<file path="src/gsf_pkg.sv">
package gsf_pkg;
    // ----------------------------------------
    // sizes
    // ----------------------------------------
    localparam int NUM_PINS = 8;
    localparam int NUM_RAILS = 16;
    localparam int PIN_IDX_W = 3;
    localparam int SEL_PINS = 3;
    localparam int ADDR_W = 8;
    localparam int DATA_W = 32;

    // ----------------------------------------
    // register offsets
    // ----------------------------------------
    localparam logic [7:0] REG_POLARITY = 8'h00;
    localparam logic [7:0] REG_FAULT_EN = 8'h04;
    localparam logic [7:0] REG_SHDN_EN = 8'h08;
    localparam logic [7:0] REG_FUNC_SEL = 8'h0C;
    localparam logic [7:0] REG_SHDN_RAILS0 = 8'h10;
    localparam logic [7:0] REG_FAULT_RAILS = 8'h30;
    localparam logic [7:0] REG_PIN_STATE = 8'h34;
    localparam logic [7:0] REG_LATCH_STS = 8'h38;
    localparam logic [7:0] REG_LATCH_CLR = 8'h3C;
    localparam logic [7:0] REG_MARGIN = 8'h40;
    localparam logic [7:0] REG_FAULT_LOG = 8'h44;
    localparam logic [7:0] REG_SHDN_STS = 8'h48;
    localparam logic [7:0] REG_FAULT_RESP = 8'h4C;

    // ----------------------------------------
    // function select fields, 4 bits each: bit 3 valid, bits 2:0 pin
    // ----------------------------------------
    localparam int FSEL_W = 4;
    localparam int FSEL_CLEAR = 0;
    localparam int FSEL_MARGIN_EN = 1;
    localparam int FSEL_MARGIN_LOW = 2;
    localparam int FSEL_DEBUG = 3;
    localparam int FSEL_NUM = 4;
    localparam int FSEL_VALID_BIT = 3;

    localparam logic [31:0] RST_ZERO = 32'h0000_0000;
    localparam logic [7:0] RST_POLARITY = 8'hFF;

    typedef enum logic [1:0] {
        GSF_MARGIN_NOMINAL,
        GSF_MARGIN_LOW,
        GSF_MARGIN_HIGH
    } gsf_margin_t;

    typedef enum logic [1:0] {
        GSF_RESP_IGNORE,
        GSF_RESP_IMMEDIATE,
        GSF_RESP_DELAYED
    } gsf_resp_t;
endpackage : gsf_pkg

</file>
<file path="src/gsf_pin_sync.sv">
`timescale 1ns/100ps
module gsf_pin_sync
    import gsf_pkg::*;
(
    input wire logic i_clk,
    input wire logic i_arst_n,
    input wire logic [gsf_pkg::NUM_PINS-1:0] i_pins,
    input wire logic [gsf_pkg::NUM_PINS-1:0] i_active_high,
    output logic [gsf_pkg::NUM_PINS-1:0] o_asserted,
    output logic [gsf_pkg::NUM_PINS-1:0] o_deassert_pulse
);
    logic [NUM_PINS-1:0] meta_q;
    logic [NUM_PINS-1:0] stable_q;
    logic [NUM_PINS-1:0] asserted_q;
    logic [NUM_PINS-1:0] asserted_d;

    // first stage feeds only the second
    always_ff @(posedge i_clk or negedge i_arst_n)
    begin
        if (!i_arst_n)
        begin
            meta_q <= '0;
            stable_q <= '0;
        end
        else
        begin
            meta_q <= i_pins;
            stable_q <= meta_q;
        end
    end

    // polarity applied after synchronising
    assign asserted_d = ~(stable_q ^ i_active_high);

    always_ff @(posedge i_clk or negedge i_arst_n)
    begin
        if (!i_arst_n)
            asserted_q <= '0;
        else
            asserted_q <= asserted_d;
    end

    assign o_asserted = asserted_q;
    assign o_deassert_pulse = asserted_q & ~asserted_d;
endmodule : gsf_pin_sync

</file>
<file path="src/gsf_special_inputs.sv">
`timescale 1ns/100ps
// Overview of operation
// - each special function owns one pin; a second claim is ignored
// - with fault enable set, a pin going inactive raises a fault event
// - asserted clear-source pin clears all latched rail status flags
// - margin enable asserted puts margin-enabled rails into margined state
// - margin enable plus low-select asserted drives margined rails low
// - margin enable with low-select inactive drives margined rails high
// - each pin has configurable polarity used for all decisions
// - first three pins also feed the pin-chosen power state selector
// - debug mode stops fault logging except comm faults
// - fault pin output follows faults on its selected rails
// - open-drain output releases pin for a high result
// - shutdown plus fault enable, a response other than ignore, debug off: deassertion shuts selected rails down
// - latched flags hold until bus clear or clear-source pin
// - pin-raised shutdown faults are never retried
module gsf_special_inputs
    import gsf_pkg::*;
(
    input wire logic i_clk,
    input wire logic i_arst_n,
    input wire logic [gsf_pkg::ADDR_W-1:0] i_addr,
    input wire logic [gsf_pkg::DATA_W-1:0] i_wdata,
    input wire logic i_wr,
    input wire logic i_rd,
    output logic [gsf_pkg::DATA_W-1:0] o_rdata,
    input wire logic [gsf_pkg::NUM_PINS-1:0] i_pins,
    input wire logic [gsf_pkg::NUM_RAILS-1:0] i_rail_fault,
    input wire logic [gsf_pkg::NUM_RAILS-1:0] i_rail_latch_set,
    input wire logic [gsf_pkg::NUM_RAILS-1:0] i_rail_margin_en,
    input wire logic i_fault_event,
    input wire logic i_fault_warn,
    input wire logic i_comm_fault,
    output logic [gsf_pkg::NUM_RAILS-1:0] o_latched_status,
    output logic [gsf_pkg::NUM_RAILS-1:0] o_margin_low,
    output logic [gsf_pkg::NUM_RAILS-1:0] o_margin_high,
    output logic [gsf_pkg::NUM_RAILS-1:0] o_rail_shutdown,
    output logic o_shutdown_delayed,
    output logic o_retry_allowed,
    output logic [gsf_pkg::SEL_PINS-1:0] o_state_select,
    output logic o_pin_fault,
    output logic o_bus_alert,
    output logic o_fault_resp_en,
    output logic o_log_fault,
    output logic o_log_comm,
    output logic o_debug_mode,
    output logic o_fault_pin_out,
    output logic o_fault_pin_oe
);
    // ----------------------------------------
    // helpers
    // ----------------------------------------
    function automatic logic fsel_valid(input logic [31:0] sel, input int f);
        fsel_valid = sel[f*FSEL_W+FSEL_VALID_BIT];
    endfunction : fsel_valid

    function automatic logic [PIN_IDX_W-1:0] fsel_pin(input logic [31:0] sel, input int f);
        fsel_pin = sel[f*FSEL_W +: PIN_IDX_W];
    endfunction : fsel_pin

    function automatic logic func_level(input logic [31:0] sel, input int f,
                                        input logic [NUM_PINS-1:0] asrt);
        func_level = fsel_valid(sel, f) & asrt[fsel_pin(sel, f)];
    endfunction : func_level

    // ----------------------------------------
    // configuration registers
    // ----------------------------------------
    logic [NUM_PINS-1:0] polarity_q;
    logic [NUM_PINS-1:0] fault_en_q;
    logic [NUM_PINS-1:0] shdn_en_q;
    logic [31:0] func_sel_q;
    logic [NUM_RAILS-1:0] shdn_rails_q [NUM_PINS];
    logic [NUM_RAILS-1:0] fault_rails_q;
    logic [1:0] fault_resp_q;
    logic fault_pin_od_q;
    logic fault_pin_pol_q;

    logic wr_hit_func;
    logic [31:0] func_sel_d;

    // a function already claimed keeps its pin until released
    always_comb
    begin
        func_sel_d = func_sel_q;
        for (int f = 0; f < FSEL_NUM; f++)
        begin
            if (wr_hit_func && !i_wdata[f*FSEL_W+FSEL_VALID_BIT])
                func_sel_d[f*FSEL_W +: FSEL_W] = '0;
            else if (wr_hit_func && !fsel_valid(func_sel_q, f))
                func_sel_d[f*FSEL_W +: FSEL_W] = i_wdata[f*FSEL_W +: FSEL_W];
        end
    end

    assign wr_hit_func = i_wr && (i_addr == REG_FUNC_SEL);

    always_ff @(posedge i_clk or negedge i_arst_n)
    begin
        if (!i_arst_n)
        begin
            polarity_q <= RST_POLARITY;
            fault_en_q <= '0;
            shdn_en_q <= '0;
            func_sel_q <= RST_ZERO;
            fault_rails_q <= '0;
            fault_resp_q <= '0;
            fault_pin_od_q <= 1'b0;
            fault_pin_pol_q <= 1'b0;
        end
        else if (i_wr)
        begin
            unique case (i_addr)
                REG_POLARITY: polarity_q <= i_wdata[NUM_PINS-1:0];
                REG_FAULT_EN: fault_en_q <= i_wdata[NUM_PINS-1:0];
                REG_SHDN_EN: shdn_en_q <= i_wdata[NUM_PINS-1:0];
                REG_FUNC_SEL: func_sel_q <= func_sel_d;
                REG_FAULT_RAILS:
                begin
                    fault_rails_q <= i_wdata[NUM_RAILS-1:0];
                    fault_pin_od_q <= i_wdata[NUM_RAILS];
                    fault_pin_pol_q <= i_wdata[NUM_RAILS+1];
                end
                REG_FAULT_RESP: fault_resp_q <= i_wdata[1:0];
                default: ;
            endcase
        end
    end

    // per-pin shutdown rail masks, one word per pin, 4 bytes apart from the pin0 offset
    logic [ADDR_W-1:0] shdn_off;
    logic shdn_hit;
    assign shdn_off = i_addr - REG_SHDN_RAILS0;
    assign shdn_hit = (shdn_off[7:5] == 3'h0) && (shdn_off[1:0] == 2'h0);
    always_ff @(posedge i_clk or negedge i_arst_n)
    begin
        if (!i_arst_n)
        begin
            for (int p = 0; p < NUM_PINS; p++)
                shdn_rails_q[p] <= '0;
        end
        else if (i_wr && shdn_hit)
            shdn_rails_q[shdn_off[4:2]] <= i_wdata[NUM_RAILS-1:0];
    end

    // ----------------------------------------
    // pin sampling
    // ----------------------------------------
    logic [NUM_PINS-1:0] pin_asserted;
    logic [NUM_PINS-1:0] pin_deassert;

    gsf_pin_sync u_sync (
        .i_clk(i_clk),
        .i_arst_n(i_arst_n),
        .i_pins(i_pins),
        .i_active_high(polarity_q),
        .o_asserted(pin_asserted),
        .o_deassert_pulse(pin_deassert)
    );

    logic clear_pin;
    logic margin_en;
    logic margin_low_sel;
    logic debug_mode;

    assign clear_pin = func_level(func_sel_q, FSEL_CLEAR, pin_asserted);
    assign margin_en = func_level(func_sel_q, FSEL_MARGIN_EN, pin_asserted);
    assign margin_low_sel = func_level(func_sel_q, FSEL_MARGIN_LOW, pin_asserted);
    assign debug_mode = func_level(func_sel_q, FSEL_DEBUG, pin_asserted);

    assign o_state_select = pin_asserted[SEL_PINS-1:0];
    assign o_debug_mode = debug_mode;

    // ----------------------------------------
    // pin faults and shutdown
    // ----------------------------------------
    logic [NUM_PINS-1:0] pin_fault_ev;
    logic [NUM_RAILS-1:0] shdn_req;
    logic pin_fault_q;
    logic [NUM_RAILS-1:0] shutdown_q;
    logic delayed_q;

    assign pin_fault_ev = pin_deassert & fault_en_q;

    always_comb
    begin
        shdn_req = '0;
        for (int p = 0; p < NUM_PINS; p++)
        begin
            if (pin_fault_ev[p] && shdn_en_q[p])
                shdn_req = shdn_req | shdn_rails_q[p];
        end
    end

    always_ff @(posedge i_clk or negedge i_arst_n)
    begin
        if (!i_arst_n)
            pin_fault_q <= 1'b0;
        else
            pin_fault_q <= |pin_fault_ev;
    end

    // shutdown holds until software releases it; no retry sequence exists
    always_ff @(posedge i_clk or negedge i_arst_n)
    begin
        if (!i_arst_n)
        begin
            shutdown_q <= '0;
            delayed_q <= 1'b0;
        end
        else
        begin
            if (!debug_mode && fault_resp_q != GSF_RESP_IGNORE && |shdn_req)
            begin
                shutdown_q <= shutdown_q | shdn_req;
                delayed_q <= (fault_resp_q == GSF_RESP_DELAYED);
            end
            else if (i_wr && i_addr == REG_SHDN_STS)
                shutdown_q <= shutdown_q & ~i_wdata[NUM_RAILS-1:0];
        end
    end

    assign o_pin_fault = pin_fault_q;
    assign o_rail_shutdown = shutdown_q;
    assign o_shutdown_delayed = delayed_q;
    assign o_retry_allowed = 1'b0;

    // ----------------------------------------
    // latched status
    // ----------------------------------------
    logic [NUM_RAILS-1:0] latch_q;
    logic [NUM_RAILS-1:0] latch_clr;

    always_comb
    begin
        latch_clr = '0;
        if (clear_pin)
            latch_clr = '1;
        else if (i_wr && i_addr == REG_LATCH_CLR)
            latch_clr = i_wdata[NUM_RAILS-1:0];
    end

    // a new event in the clearing cycle survives
    always_ff @(posedge i_clk or negedge i_arst_n)
    begin
        if (!i_arst_n)
            latch_q <= '0;
        else
            latch_q <= (latch_q & ~latch_clr) | i_rail_latch_set;
    end

    assign o_latched_status = latch_q;

    // ----------------------------------------
    // margining
    // ----------------------------------------
    gsf_margin_t margin_state;
    logic [NUM_RAILS-1:0] mlow_q;
    logic [NUM_RAILS-1:0] mhigh_q;

    always_comb
    begin
        if (!margin_en)
            margin_state = GSF_MARGIN_NOMINAL;
        else if (margin_low_sel)
            margin_state = GSF_MARGIN_LOW;
        else
            margin_state = GSF_MARGIN_HIGH;
    end

    always_ff @(posedge i_clk or negedge i_arst_n)
    begin
        if (!i_arst_n)
        begin
            mlow_q <= '0;
            mhigh_q <= '0;
        end
        else
        begin
            mlow_q <= (margin_state == GSF_MARGIN_LOW) ? i_rail_margin_en : '0;
            mhigh_q <= (margin_state == GSF_MARGIN_HIGH) ? i_rail_margin_en : '0;
        end
    end

    assign o_margin_low = mlow_q;
    assign o_margin_high = mhigh_q;

    // ----------------------------------------
    // debug suppression of alert, response and logging
    // ----------------------------------------
    logic alert_q;
    logic log_q;
    logic comm_q;

    always_ff @(posedge i_clk or negedge i_arst_n)
    begin
        if (!i_arst_n)
        begin
            alert_q <= 1'b0;
            log_q <= 1'b0;
            comm_q <= 1'b0;
        end
        else
        begin
            alert_q <= (!debug_mode && (i_fault_event || i_fault_warn || |pin_fault_ev))
                       || i_comm_fault;
            log_q <= !debug_mode && (i_fault_event || |pin_fault_ev);
            comm_q <= i_comm_fault;
        end
    end

    assign o_bus_alert = alert_q;
    assign o_fault_resp_en = !debug_mode;
    assign o_log_fault = log_q;
    assign o_log_comm = comm_q;

    // ----------------------------------------
    // fault indication pin
    // ----------------------------------------
    logic fpin_level_q;
    logic fpin_level_d;

    // level is the active result mapped through output polarity
    assign fpin_level_d = (|(i_rail_fault & fault_rails_q)) ~^ fault_pin_pol_q;

    always_ff @(posedge i_clk or negedge i_arst_n)
    begin
        if (!i_arst_n)
            fpin_level_q <= 1'b1;
        else
            fpin_level_q <= fpin_level_d;
    end

    // open drain never drives high: pull-up supplies it
    assign o_fault_pin_out = fault_pin_od_q ? 1'b0 : fpin_level_q;
    assign o_fault_pin_oe = fault_pin_od_q ? !fpin_level_q : 1'b1;

    // ----------------------------------------
    // read back
    // ----------------------------------------
    always_ff @(posedge i_clk or negedge i_arst_n)
    begin
        if (!i_arst_n)
            o_rdata <= '0;
        else if (i_rd)
        begin
            o_rdata <= '0;
            unique case (i_addr)
                REG_POLARITY: o_rdata[NUM_PINS-1:0] <= polarity_q;
                REG_FAULT_EN: o_rdata[NUM_PINS-1:0] <= fault_en_q;
                REG_SHDN_EN: o_rdata[NUM_PINS-1:0] <= shdn_en_q;
                REG_FUNC_SEL: o_rdata <= func_sel_q;
                REG_FAULT_RAILS: o_rdata[NUM_RAILS+1:0] <=
                    {fault_pin_pol_q, fault_pin_od_q, fault_rails_q};
                REG_PIN_STATE: o_rdata[NUM_PINS-1:0] <= pin_asserted;
                REG_LATCH_STS: o_rdata[NUM_RAILS-1:0] <= latch_q;
                REG_MARGIN: o_rdata[3:0] <= {debug_mode, margin_low_sel, margin_en, clear_pin};
                REG_SHDN_STS: o_rdata[NUM_RAILS-1:0] <= shutdown_q;
                REG_FAULT_RESP: o_rdata[1:0] <= fault_resp_q;
                default:
                begin
                    if (shdn_hit)
                        o_rdata[NUM_RAILS-1:0] <= shdn_rails_q[shdn_off[4:2]];
                end
            endcase
        end
    end
endmodule : gsf_special_inputs

</file>
<file path="config.mk">
export PLATFORM = sky130hd
export DESIGN_NAME = gsf_special_inputs
export DESIGN_NICKNAME = d
export VERILOG_FILES = /design/src/gsf_pkg.sv /design/src/gsf_pin_sync.sv /design/src/gsf_special_inputs.sv
export SDC_FILE = /design/constraint.sdc
export NUM_CORES = 1
export LEC_CHECK = 0
export BUFFER_PORTS_ARGS = -buffer_cell sky130_fd_sc_hd__buf_2
export CAP_MARGIN = 5
export CORE_UTILIZATION = 56
export DETAILED_ROUTE_END_ITERATION = 6
export PLACE_DENSITY_LB_ADDON = 0.3
export SLEW_MARGIN = 20
export SYNTH_ARGS = -nofsm -noshare
export SYNTH_HDL_FRONTEND = slang
export SYNTH_SLANG_ARGS = --single-unit
</file>
<file path="constraint.sdc">
create_clock -name i_clk -period 6 [get_ports i_clk]
set_clock_uncertainty 0.1 [all_clocks]
set_input_delay 0.6 -clock i_clk [delete_from_list [all_inputs] [get_ports i_clk]]
set_output_delay 0.6 -clock i_clk [all_outputs]
set_load 0.01 [all_outputs]
</file>
Word level (Yosys, flattened, before mapping)
Index checks and enable logic that the tools add are counted.
Widths: inputs -> output; s select.
{"block": "totals", "regBits": 300, "latchBits": 0, "ramBits": 0, "romBits": 0, "inputBits": 103, "output_inout_bits": 109, "word_cells": 187, "memories": 0}
{"block": "classes", "addsub": 1, "multipliers": 0, "div": 0, "order_cmp": 6, "n_eq_ne": 13, "shift": 0, "mux": 46, "bitwise_logic": 25, "n_reduce_logical": 63}
{"cell": "$mux 16", "count": 18}
{"cell": "$or 16x16->16", "count": 9}
{"cell": "$bwmux 128", "count": 1}
{"cell": "$and 16x16->16", "count": 3}
{"cell": "$bmux 16 s3", "count": 1}
{"cell": "$demux 16 s3", "count": 1}
{"cell": "$pmux 2 s10", "count": 2}
{"cell": "$pmux 8 s5", "count": 1}
{"cell": "$pmux 4 s9", "count": 1}
{"cell": "$eq 8x6->1 const B", "count": 4}
{"cell": "$mux 4", "count": 8}
{"cell": "$not 16->16", "count": 2}
{"cell": "$reduce_or 16->1", "count": 2}
{"cell": "$logic_and 1x1->1", "count": 26}
{"cell": "$eq 8x7->1 const B", "count": 3}
{"cell": "$and 8x8->8", "count": 2}
{"cell": "$eq 8x4->1 const B", "count": 2}
{"cell": "$lt 3x4->1 const B", "count": 4}
{"cell": "$not 8->8", "count": 2}
{"cell": "$bmux 1 s3", "count": 4}
{"cell": "$reduce_and 3->1", "count": 4}
{"cell": "$reduce_bool 2->1", "count": 6}
{"cell": "$logic_not 1->1", "count": 10}
{"cell": "$reduce_and 2->1", "count": 5}
{"cell": "19 further kinds", "count": 33}

Logic depth before layout (Yosys ltp)
Gate-level depths: netlist of run 1.
{"block": "depth", "ltp_word": 24, "ltp_mapped": 13, "ltp_nobuf": 9}

By module
From an unflattened synthesis of run 1, not the netlist that was laid out.
{"block": "unflattened", "cells_unflattened": 1181, "hier_area_um2": 14715.4}
{"mod": "gsf_special_inputs", "instances": 1, "cells_per_inst": 1141, "area_each_um2": 13994.7, "seq_area_each_um2": 6917.9}
{"mod": "gsf_pin_sync", "instances": 1, "cells_per_inst": 40, "area_each_um2": 720.7, "seq_area_each_um2": 600.6}

Worst setup path after synthesis of run 1
OpenSTA, ideal clock, no wires.
{"block": "synth_path", "path_kind": "in2reg", "from": "input port i_addr[4] (netlist bit)", "to": "register shdn_rails_q[11] (netlist bit)", "setup_ns": 0.125, "arrival_ns": 3.210, "required_ns": 5.775, "slack_ns": 2.565, "stages": 10, "path_buffers": 3, "path_cell_list": "inv_1 -> clkbuf_1 -> buf_1 -> ha_1 -> nand3b_1 -> a21oi_1 -> nand3_1 -> nor3b_1 -> clkbuf_1 -> mux2_2"}
{"block": "synth_between", "elab_chain_len": 7, "elab_cells_between_ends": 11, "classes_between": "add/sub (1); order compare (2); mux (3); bitwise (1); reduce/logical (4)"}
{"element": "start, declared", "line_no": "gsf_special_inputs.sv:22", "source": "input wire logic [gsf_pkg::ADDR_W-1:0] i_addr,"}
{"element": "$sub 8x5->8 (*)", "line_no": "gsf_special_inputs.sv:132", "source": "assign shdn_off = i_addr - REG_SHDN_RAILS0;"}
{"element": "$not 3->4 (implied by the code)", "line_no": "gsf_special_inputs.sv:142", "source": "shdn_rails_q[shdn_off[4:2]] <= i_wdata[NUM_RAILS-1:0];"}
{"element": "$ge 4x4->1 (implied by the code) / $lt 4x1->1 (equally long branches)", "line_no": "gsf_special_inputs.sv:142"}
{"element": "$logic_and 1x1->1 (implied by the code)", "line_no": "gsf_special_inputs.sv:142"}
{"element": "$mux 16 (implied by the code)", "line_no": "gsf_special_inputs.sv:142"}
{"element": "$demux 16 s3", "line_no": "gsf_special_inputs.sv:142"}
{"element": "$bwmux 128", "line_no": "gsf_special_inputs.sv:142"}
{"element": "end signal, assigned by index", "line_no": "gsf_special_inputs.sv:142"}
{"element": "end, declared", "line_no": "gsf_special_inputs.sv:73", "source": "logic [NUM_RAILS-1:0] shdn_rails_q [NUM_PINS];"}
Mark *: on every way between the ends. The rest lies on a longest branch, timed or not.
A chain may end at the register's enable or synchronous reset.

Worst setup path in the final report of run 1
{"block": "layout_path", "from": "register u_sync.asserted_q[0], in the netlist u_sync.o_asserted[0]", "to": "register shutdown_q[15], in the netlist o_rail_shutdown[15]"}
{"block": "layout_between", "elab_chain_len": 21, "elab_cells_between_ends": 28, "classes_between": "mux (11); bitwise (11); reduce/logical (6)"}
{"element": "start, declared", "line_no": "gsf_pin_sync.sv:14", "source": "logic [NUM_PINS-1:0] asserted_q;"}
{"element": "start signal, assigned", "line_no": "gsf_pin_sync.sv:40", "source": "asserted_q <= asserted_d;"}
{"element": "$and 8x8->8", "line_no": "gsf_pin_sync.sv:44", "source": "assign o_deassert_pulse = asserted_q & ~asserted_d;"}
{"element": "$and 8x8->8", "line_no": "gsf_special_inputs.sv:182", "source": "assign pin_fault_ev = pin_deassert & fault_en_q;"}
{"element": "$logic_and 1x1->1", "line_no": "gsf_special_inputs.sv:189", "source": "if (pin_fault_ev[p] && shdn_en_q[p])"}
{"element": "$mux 16", "line_no": "gsf_special_inputs.sv:189"}
{"element": "$or 16x16->16", "line_no": "gsf_special_inputs.sv:190", "source": "shdn_req = shdn_req | shdn_rails_q[p];"}
{"element": "$mux 16", "line_no": "gsf_special_inputs.sv:189"}
{"element": "$or 16x16->16", "line_no": "gsf_special_inputs.sv:190"}
{"element": "$mux 16", "line_no": "gsf_special_inputs.sv:189"}
{"element": "[... 5 more ...]"}
{"element": "$mux 16", "line_no": "gsf_special_inputs.sv:189"}
{"element": "$or 16x16->16", "line_no": "gsf_special_inputs.sv:190"}
{"element": "$mux 16", "line_no": "gsf_special_inputs.sv:189"}
{"element": "$or 16x16->16", "line_no": "gsf_special_inputs.sv:190"}
{"element": "$mux 16", "line_no": "gsf_special_inputs.sv:189"}
{"element": "$reduce_or 16->1", "line_no": "gsf_special_inputs.sv:212", "source": "if (!debug_mode && fault_resp_q != GSF_RESP_IGNORE && |shdn_req)"}
{"element": "$logic_and 1x1->1", "line_no": "gsf_special_inputs.sv:212"}
{"element": "$mux 16 / $reduce_bool 2->1 (equally long branches)"}
{"element": "end signal, assigned", "line_no": "gsf_special_inputs.sv:214", "source": "shutdown_q <= shutdown_q | shdn_req;"}
{"element": "end signal, assigned", "line_no": "gsf_special_inputs.sv:218", "source": "shutdown_q <= shutdown_q & ~i_wdata[NUM_RAILS-1:0];"}
{"element": "end, declared", "line_no": "gsf_special_inputs.sv:179", "source": "logic [NUM_RAILS-1:0] shutdown_q;"}
Parallel ways exist; a longest one is shown, timed or not. The select of a mux whose other input is x is not followed.

==> impl_metrics.toml, run 1 <==
[sta]
setup_tns_ps = 0
fin_crit_ps = 4340
fmax_mhz = 230
setup_viol = 0
worst_pin_slew_ps = 1190
final_max_slew_viol_count = 0
whs_ps = -31.3
final-hold-violation-count = 10
rsz0062_at_grt = "false"
post-route-period-util_pct = 72.4
relSlewSlack_pct = 18.9

[clock_network]
clock-root-buffer = "clkbuf_16"
postCtsHoldBufs = 0
clock-sinks = 300
clkTransAtPathRegs_ps = 60
cts-resized-gates = 0
insertion_delay_ps = 570
cts_tree = "built"
htree_num_levels = 1
cts_inserted_buffers = 30
clockBufferDepth = 3
post_cts_buffers = 0

[worst_setup_path]
path_cells = "nand2_1 > buf_4 > nor3_1 > a2111oi_0 > nand4_1 > or4_4 > o211ai_4 > a41oi_1"
critPathMaxStageDelay_ps = 1050
critPathArrivalTime_ps = 4640
worstSetupStartpointType = "flip-flop"
worst-path-buf-inv = 1
crit_type = "flip-flop to flip-flop"
rr_worst_depth = 8
cp_data_required_time_ps = 6290
crit_family = "compound AO/OA/AOI/OAI gates"
slowest_stage = "a2111oi_0"
r2r-end = "o_rail_shutdown[15]"
path_max_fanout = 16
critPathCaptureType = "flip-flop"
r2r-start = "u_sync.o_asserted[0]"
reg2reg_slack_ps = 1660

[run_status]
status = "finished with violations"
violations = "negative hold slack"

[layout]
final_cell_mix = "dfrtp_1, nand2_1, buf_2"
stdcell_area_um2 = 16900
final_common_cell = "dfrtp_1"
drive_gt1_share_pct = 36.2
final_net_count = 1531
num-fill-cells = 1901
syn2layout_area_growth_pct = 14.9
final_cells = 1777

[yosys]
syn_inst = 1277
synthMuxAreaShare_pct = 19.9
synth_seq_cells = 300
ys_types = 52
synth_fa_ha_area_share_pct = 0.255
syn_area_per_cell_um2 = 11.5
synth-compound-area-share_pct = 11.1
synth_async_sr_flop_share_pct = 100
synthXorXnorAreaFrac_pct = 0.893
yosys.area_share.simple_pct = 13.0
synth_area_um2 = 14700
synth-seq-area-share_pct = 51.1
synth-edff-count = 0
yosysWarnings = 0
synth_top_family_by_area = "multiplexers"
synth_top_flop_cell = "dfrtp_1"

[pwr]
switchingPower_mw = 1.17
leakage_nw = 7.51
power_density_nw_per_um2 = 272
clkPwrFrac_pct = 41.4
vdd_drop_max_v = 0.000278
switching_share_pct = 25.5
power_frac_comb_pct = 9.7
p_seq_share_pct = 48.8
cell_internal_pwr_mw = 3.42

[min_path]
min_path_type = "input pin to asynchronous set/reset pin"

[grt]
antenna_found_initial = 0
grt_util_all_layers_pct = 35.9
grt_pass1_wl_um = 71600
grt_start_max_net_pins = 119
grt_pass1_vias = 12200
grt.overflow.total = 0

[floorplan]
die_h_um = 164
ioPinCount = 212
num_rows = 58
core_area_um2 = 25500
start_util_pct = 57.8
die_x_um = 164
die_area_um2 = 26900

[placed_design]
placed_cells = 1722
gp_congestion = 0.952
port_buffers = 182
dpl.hpwl_um = 30900
post_dp_cell_area_um2 = 15900

[route]
drt.antenna.violating_nets = 0
routed_wl_um = 47400
drtPass1Iterations = 6
dr_total_vias = 12200
drcViolationCount = 0
drtIter0Drc = 1667
vias_per_cell = 6.87
wl_per_cell_um = 26.7

[flow_run]
maxCapViolCount = 0
## logic make-up (layout without fill, tap and decap cells)
kind of cell	Yosys count	after routing
xor+xnor	9	9
flops	300	300
compound gates	207	207
mux	220	220
fa+ha+maj	3	3
other cells	1	16
simple gates	419	419
buf+inv	118	273
## per-layer routing
metal / GRT usage, % / wire length, um
met5: 0 / 0
met4: 18.6 / 2720
met3: 9.77 / 5960
met2: 56.3 / 21600
met1: 45.7 / 17200
## power groups by stage
stage               combinational [mW]  clock [mW]  sequential (mW)
CTS                              0.436        1.91             2.24
floorplan                        0.252           0             2.24
global route                     0.475        1.99             2.25
finish                           0.447        1.90             2.24
global placement                 0.425           0             2.27
detailed placement               0.434           0             2.27
## registers in the layout, indices dropped and copies added, names as in the netlist, 16 cells and up
| register | flops |
|---|---|
| shdn_rails_q | 128 |
| o_rdata | 18 |
| fault_rails_q | 16 |
| func_sel_q | 16 |
| o_latched_status | 16 |
| o_margin_high | 16 |
| o_margin_low | 16 |
| o_rail_shutdown | 16 |
## stage by stage
step,setup slack [ps],utilization (%),hold slack [ps],power [mW]
floorplan,2570,-,204,2.49
global placement,2040,62.3,236,2.69
detailed placement,1910,62.3,242,2.71
CTS,1890,66.2,32.8,4.58
global route,1720,66.3,18.6,4.72
finish,1660,66.3,-31.3,4.59
## cell type report
cell class                 instances  area (um^2)  share of cell area, %
antenna                            1         2.50                 0.0148
clock inverter                     9         97.6                  0.577
inverter                           6         22.5                  0.133
multi-input combinational        873         6770                   40.1
timing repair buffer             214         1180                   6.99
sequential                       300         7520                   44.5
clock buffer                      44          895                   5.29
tap                              330          413                   2.44
## worst register-to-register path, cell delays in order (launching register included)
cell	delay (ps)
dfrtp_1	480
nand2_1	590
buf_4	290
nor3_1	60
a2111oi_0	1050
nand4_1	180
or4_4	670
o211ai_4	530
a41oi_1	230
## Yosys cell counts, drive strengths merged, types with 4 or more instances
cell type,n,area share (%)
mux2,179,14
dfrtp,291,50
xnor2,9,0.89
a22oi,11,0.56
or4,4,0.26
mux4,40,6.1
a31o,16,0.95
nor3,100,3.4
nor2b,4,0.17
nor3b,6,0.34
buf,36,1.6
a41oi,18,1.1
nand2,203,5.2
and2,35,1.5
a2111oi,32,1.9
nand3,9,0.31
o211ai,4,0.30
dfstp,9,1.6
a22o,41,2.4
o22ai,4,0.17
nand4,11,0.47
a222oi,4,0.27
a31oi,14,0.60
a221oi,19,1.1
clkbuf,76,1.9
a21oi,33,1.1
nor2,38,0.97
inv,6,0.15
## worst max path at each step
stage / startpoint / endpoint / slack [ps] / cells past startpoint
4_1_cts: u_sync.stable_q[5] / o_rail_shutdown[14] / 1890 / 7
3_3_place_gp: u_sync.stable_q[5] / o_rail_shutdown[8] / 2040 / 7
3_5_place_dp: u_sync.stable_q[5] / o_rail_shutdown[14] / 1910 / 7
2_1_floorplan: i_addr[4] / shdn_rails_q[11] / 2570 / 10
6_report: u_sync.o_asserted[0] / o_rail_shutdown[15] / 1660 / 8
5_1_grt: u_sync.stable_q[2] / o_rail_shutdown[15] / 1720 / 7
No activity file was read; power rests on OpenSTA's default activity.
==> run 2, diff against run 1 <==
==> constraint.sdc (replaced) <==
create_clock -name i_clk -period 4.1 [get_ports i_clk]
set_clock_uncertainty 0.1 [all_clocks]
set_input_delay 0.41 -clock i_clk [delete_from_list [all_inputs] [get_ports i_clk]]
set_output_delay 0.41 -clock i_clk [all_outputs]
set_load 0.01 [all_outputs]
==> impl_metrics.toml, run 2 (synthesized netlist as in run 1, its figures left out) <==
[sta]
setup_viol = 0
setup_tns_ps = 0
fin_crit_ps = 3780
fmax_mhz = 265
final_max_slew_viol_count = 0
post-route-period-util_pct = 92.2
final-hold-violation-count = 0
rsz0062_at_grt = "false"
worst_pin_slew_ps = 963
relSlewSlack_pct = 34.2

[grt]
grt_pass1_wl_um = 75100
grt_util_all_layers_pct = 37.5
antenna_found_initial = 3
grt_start_max_net_pins = 105
grt.overflow.total = 0
grt_pass1_vias = 12600

[pwr]
power_density_nw_per_um2 = 385
vdd_drop_max_v = 0.000404
leakage_nw = 7.88

[route]
drt.antenna.violating_nets = 0
wl_per_cell_um = 26.7
vias_per_cell = 6.80
routed_wl_um = 49900
drtIter0Drc = 1628
drcViolationCount = 0
dr_total_vias = 12700
drtPass1Iterations = 6

[clock_network]
clockBufferDepth = 3
clock-root-buffer = "clkbuf_16"
post_cts_buffers = 0
cts-resized-gates = 0
insertion_delay_ps = 580
clock-sinks = 300
htree_num_levels = 1
cts_inserted_buffers = 31
cts_tree = "built"
clkTransAtPathRegs_ps = 60

[worst_setup_path]
path_cells = "xnor2_2 > nor3_1 > a2111oi_0 > buf_4 > nand4_1 > or4_4 > o211ai_4 > buf_12 > a41oi_1"
worstSetupStartpointType = "flip-flop"
crit_type = "flip-flop to flip-flop"
critPathMaxStageDelay_ps = 880
cp_data_required_time_ps = 4420
critPathArrivalTime_ps = 4100
critPathCaptureType = "flip-flop"
slowest_stage = "a2111oi_0"
path_max_fanout = 16

[layout]
largest_reg_flops = 128
final_common_cell = "dfrtp_1"
drive_gt1_share_pct = 36.6
largest-register = "shdn_rails_q"
reg_top3 = "shdn_rails_q x128, o_rdata x18"
fin_util_pct = 69.4
final_cells = 1868
final_cell_mix = "dfrtp_1, nand2_1, buf_2"
syn2layout_area_growth_pct = 20.2
final_net_count = 1619

[placed_design]
placed_cells = 1765
gp_congestion = 0.990
dpl.hpwl_um = 33700
port_buffers = 182

[floorplan]
die_x_um = 164
die_area_um2 = 26900
core_area_um2 = 25500
die_h_um = 164
ioPinCount = 212
num_rows = 58
start_util_pct = 57.8

[min_path]
min_path_type = "input pin to flip-flop"

[flow_run]
maxCapViolCount = 0

[run_status]
status = "finished clean"
run 2: cell types whose count changed in the layout (fill, tap and decap cells not counted), moves of 2 or more:
cell	previous run	this run
nor3_4	3	0
buf_4	30	69
clkbuf_1	6	12
clkbuf_8	7	5
buf_12	1	5
dlygate4sd3_1	0	45
clkinv_2	6	4
nor3_2	0	3
run 2: final cells by class:
class,instances,area [um^2]
Antenna cell,1,2.50
Multi-Input combinational cell,873,6730
Fill cell,1833,7790
Inverter,6,22.5
Clock inverter,9,116
Clock buffer,48,890
Timing Repair Buffer,301,1990
Tap cell,330,413
Sequential cell,300,7520
run 2: worst paths after layout:
kind | start | to | slack (ps) | cells after the start
setup / recovery | u_sync.stable_q[7] | o_rail_shutdown[6] | 320 | 9
hold / removal | i_fault_event | o_log_fault | 40 | 3
setup reg to reg | u_sync.stable_q[7] | o_rail_shutdown[6] | 320 | 9
hold reg to reg | u_sync.meta_q[3] | u_sync.stable_q[3] | 260 | 0
max in group asynchronous | i_arst_n | fpin_level_q | 2510 | 3
min in group asynchronous | i_arst_n | o_latched_status[0] | 340 | 2
run 2: where the power goes:
part / switching [mW] / internal, mW / leakage (nW)
clock: 1.18 / 1.62 / 0.490
combinational: 0.407 / 0.309 / 3.52
sequential: 0.167 / 3.12 / 3.88
total: 1.75 / 5.05 / 7.88
run 2: critical path, delay by kind of cell (launching register included):
kind / cells / cell delay (ps)
AO/OA/AOI/OAI: 3 / 1240
AND/OR/NAND/NOR: 3 / 880
XOR/XNOR: 1 / 620
buffers and inverters: 2 / 400
flip-flops: 1 / 390
run 2: repair_timing:
action / CTS / global route
hold buffers: 45 / 0
endpoints found under the setup margin: 0 / 0
endpoints found under the hold margin: 154 / 0
run 2: per-stage QoR:
stage	setup WS [ps]	total power [mW]	hold slack (ps)	cell area, um^2
finish	321	6.80	35.9	17700
global route	365	6.99	87.4	17700
CTS	512	6.78	25.2	17700
detailed placement	595	3.99	246	16200
global placement	649	3.96	242	16200
floorplan	855	3.64	14.4	14800
run 2: routing by layer:
layer	part of all wire [%]	wire, um	GRT usage, %
met1	36	17900	47.7
met2	45	22600	58.4
met3	12	5790	9.14
met4	7.1	3520	21.8
met5	0.056	28	0
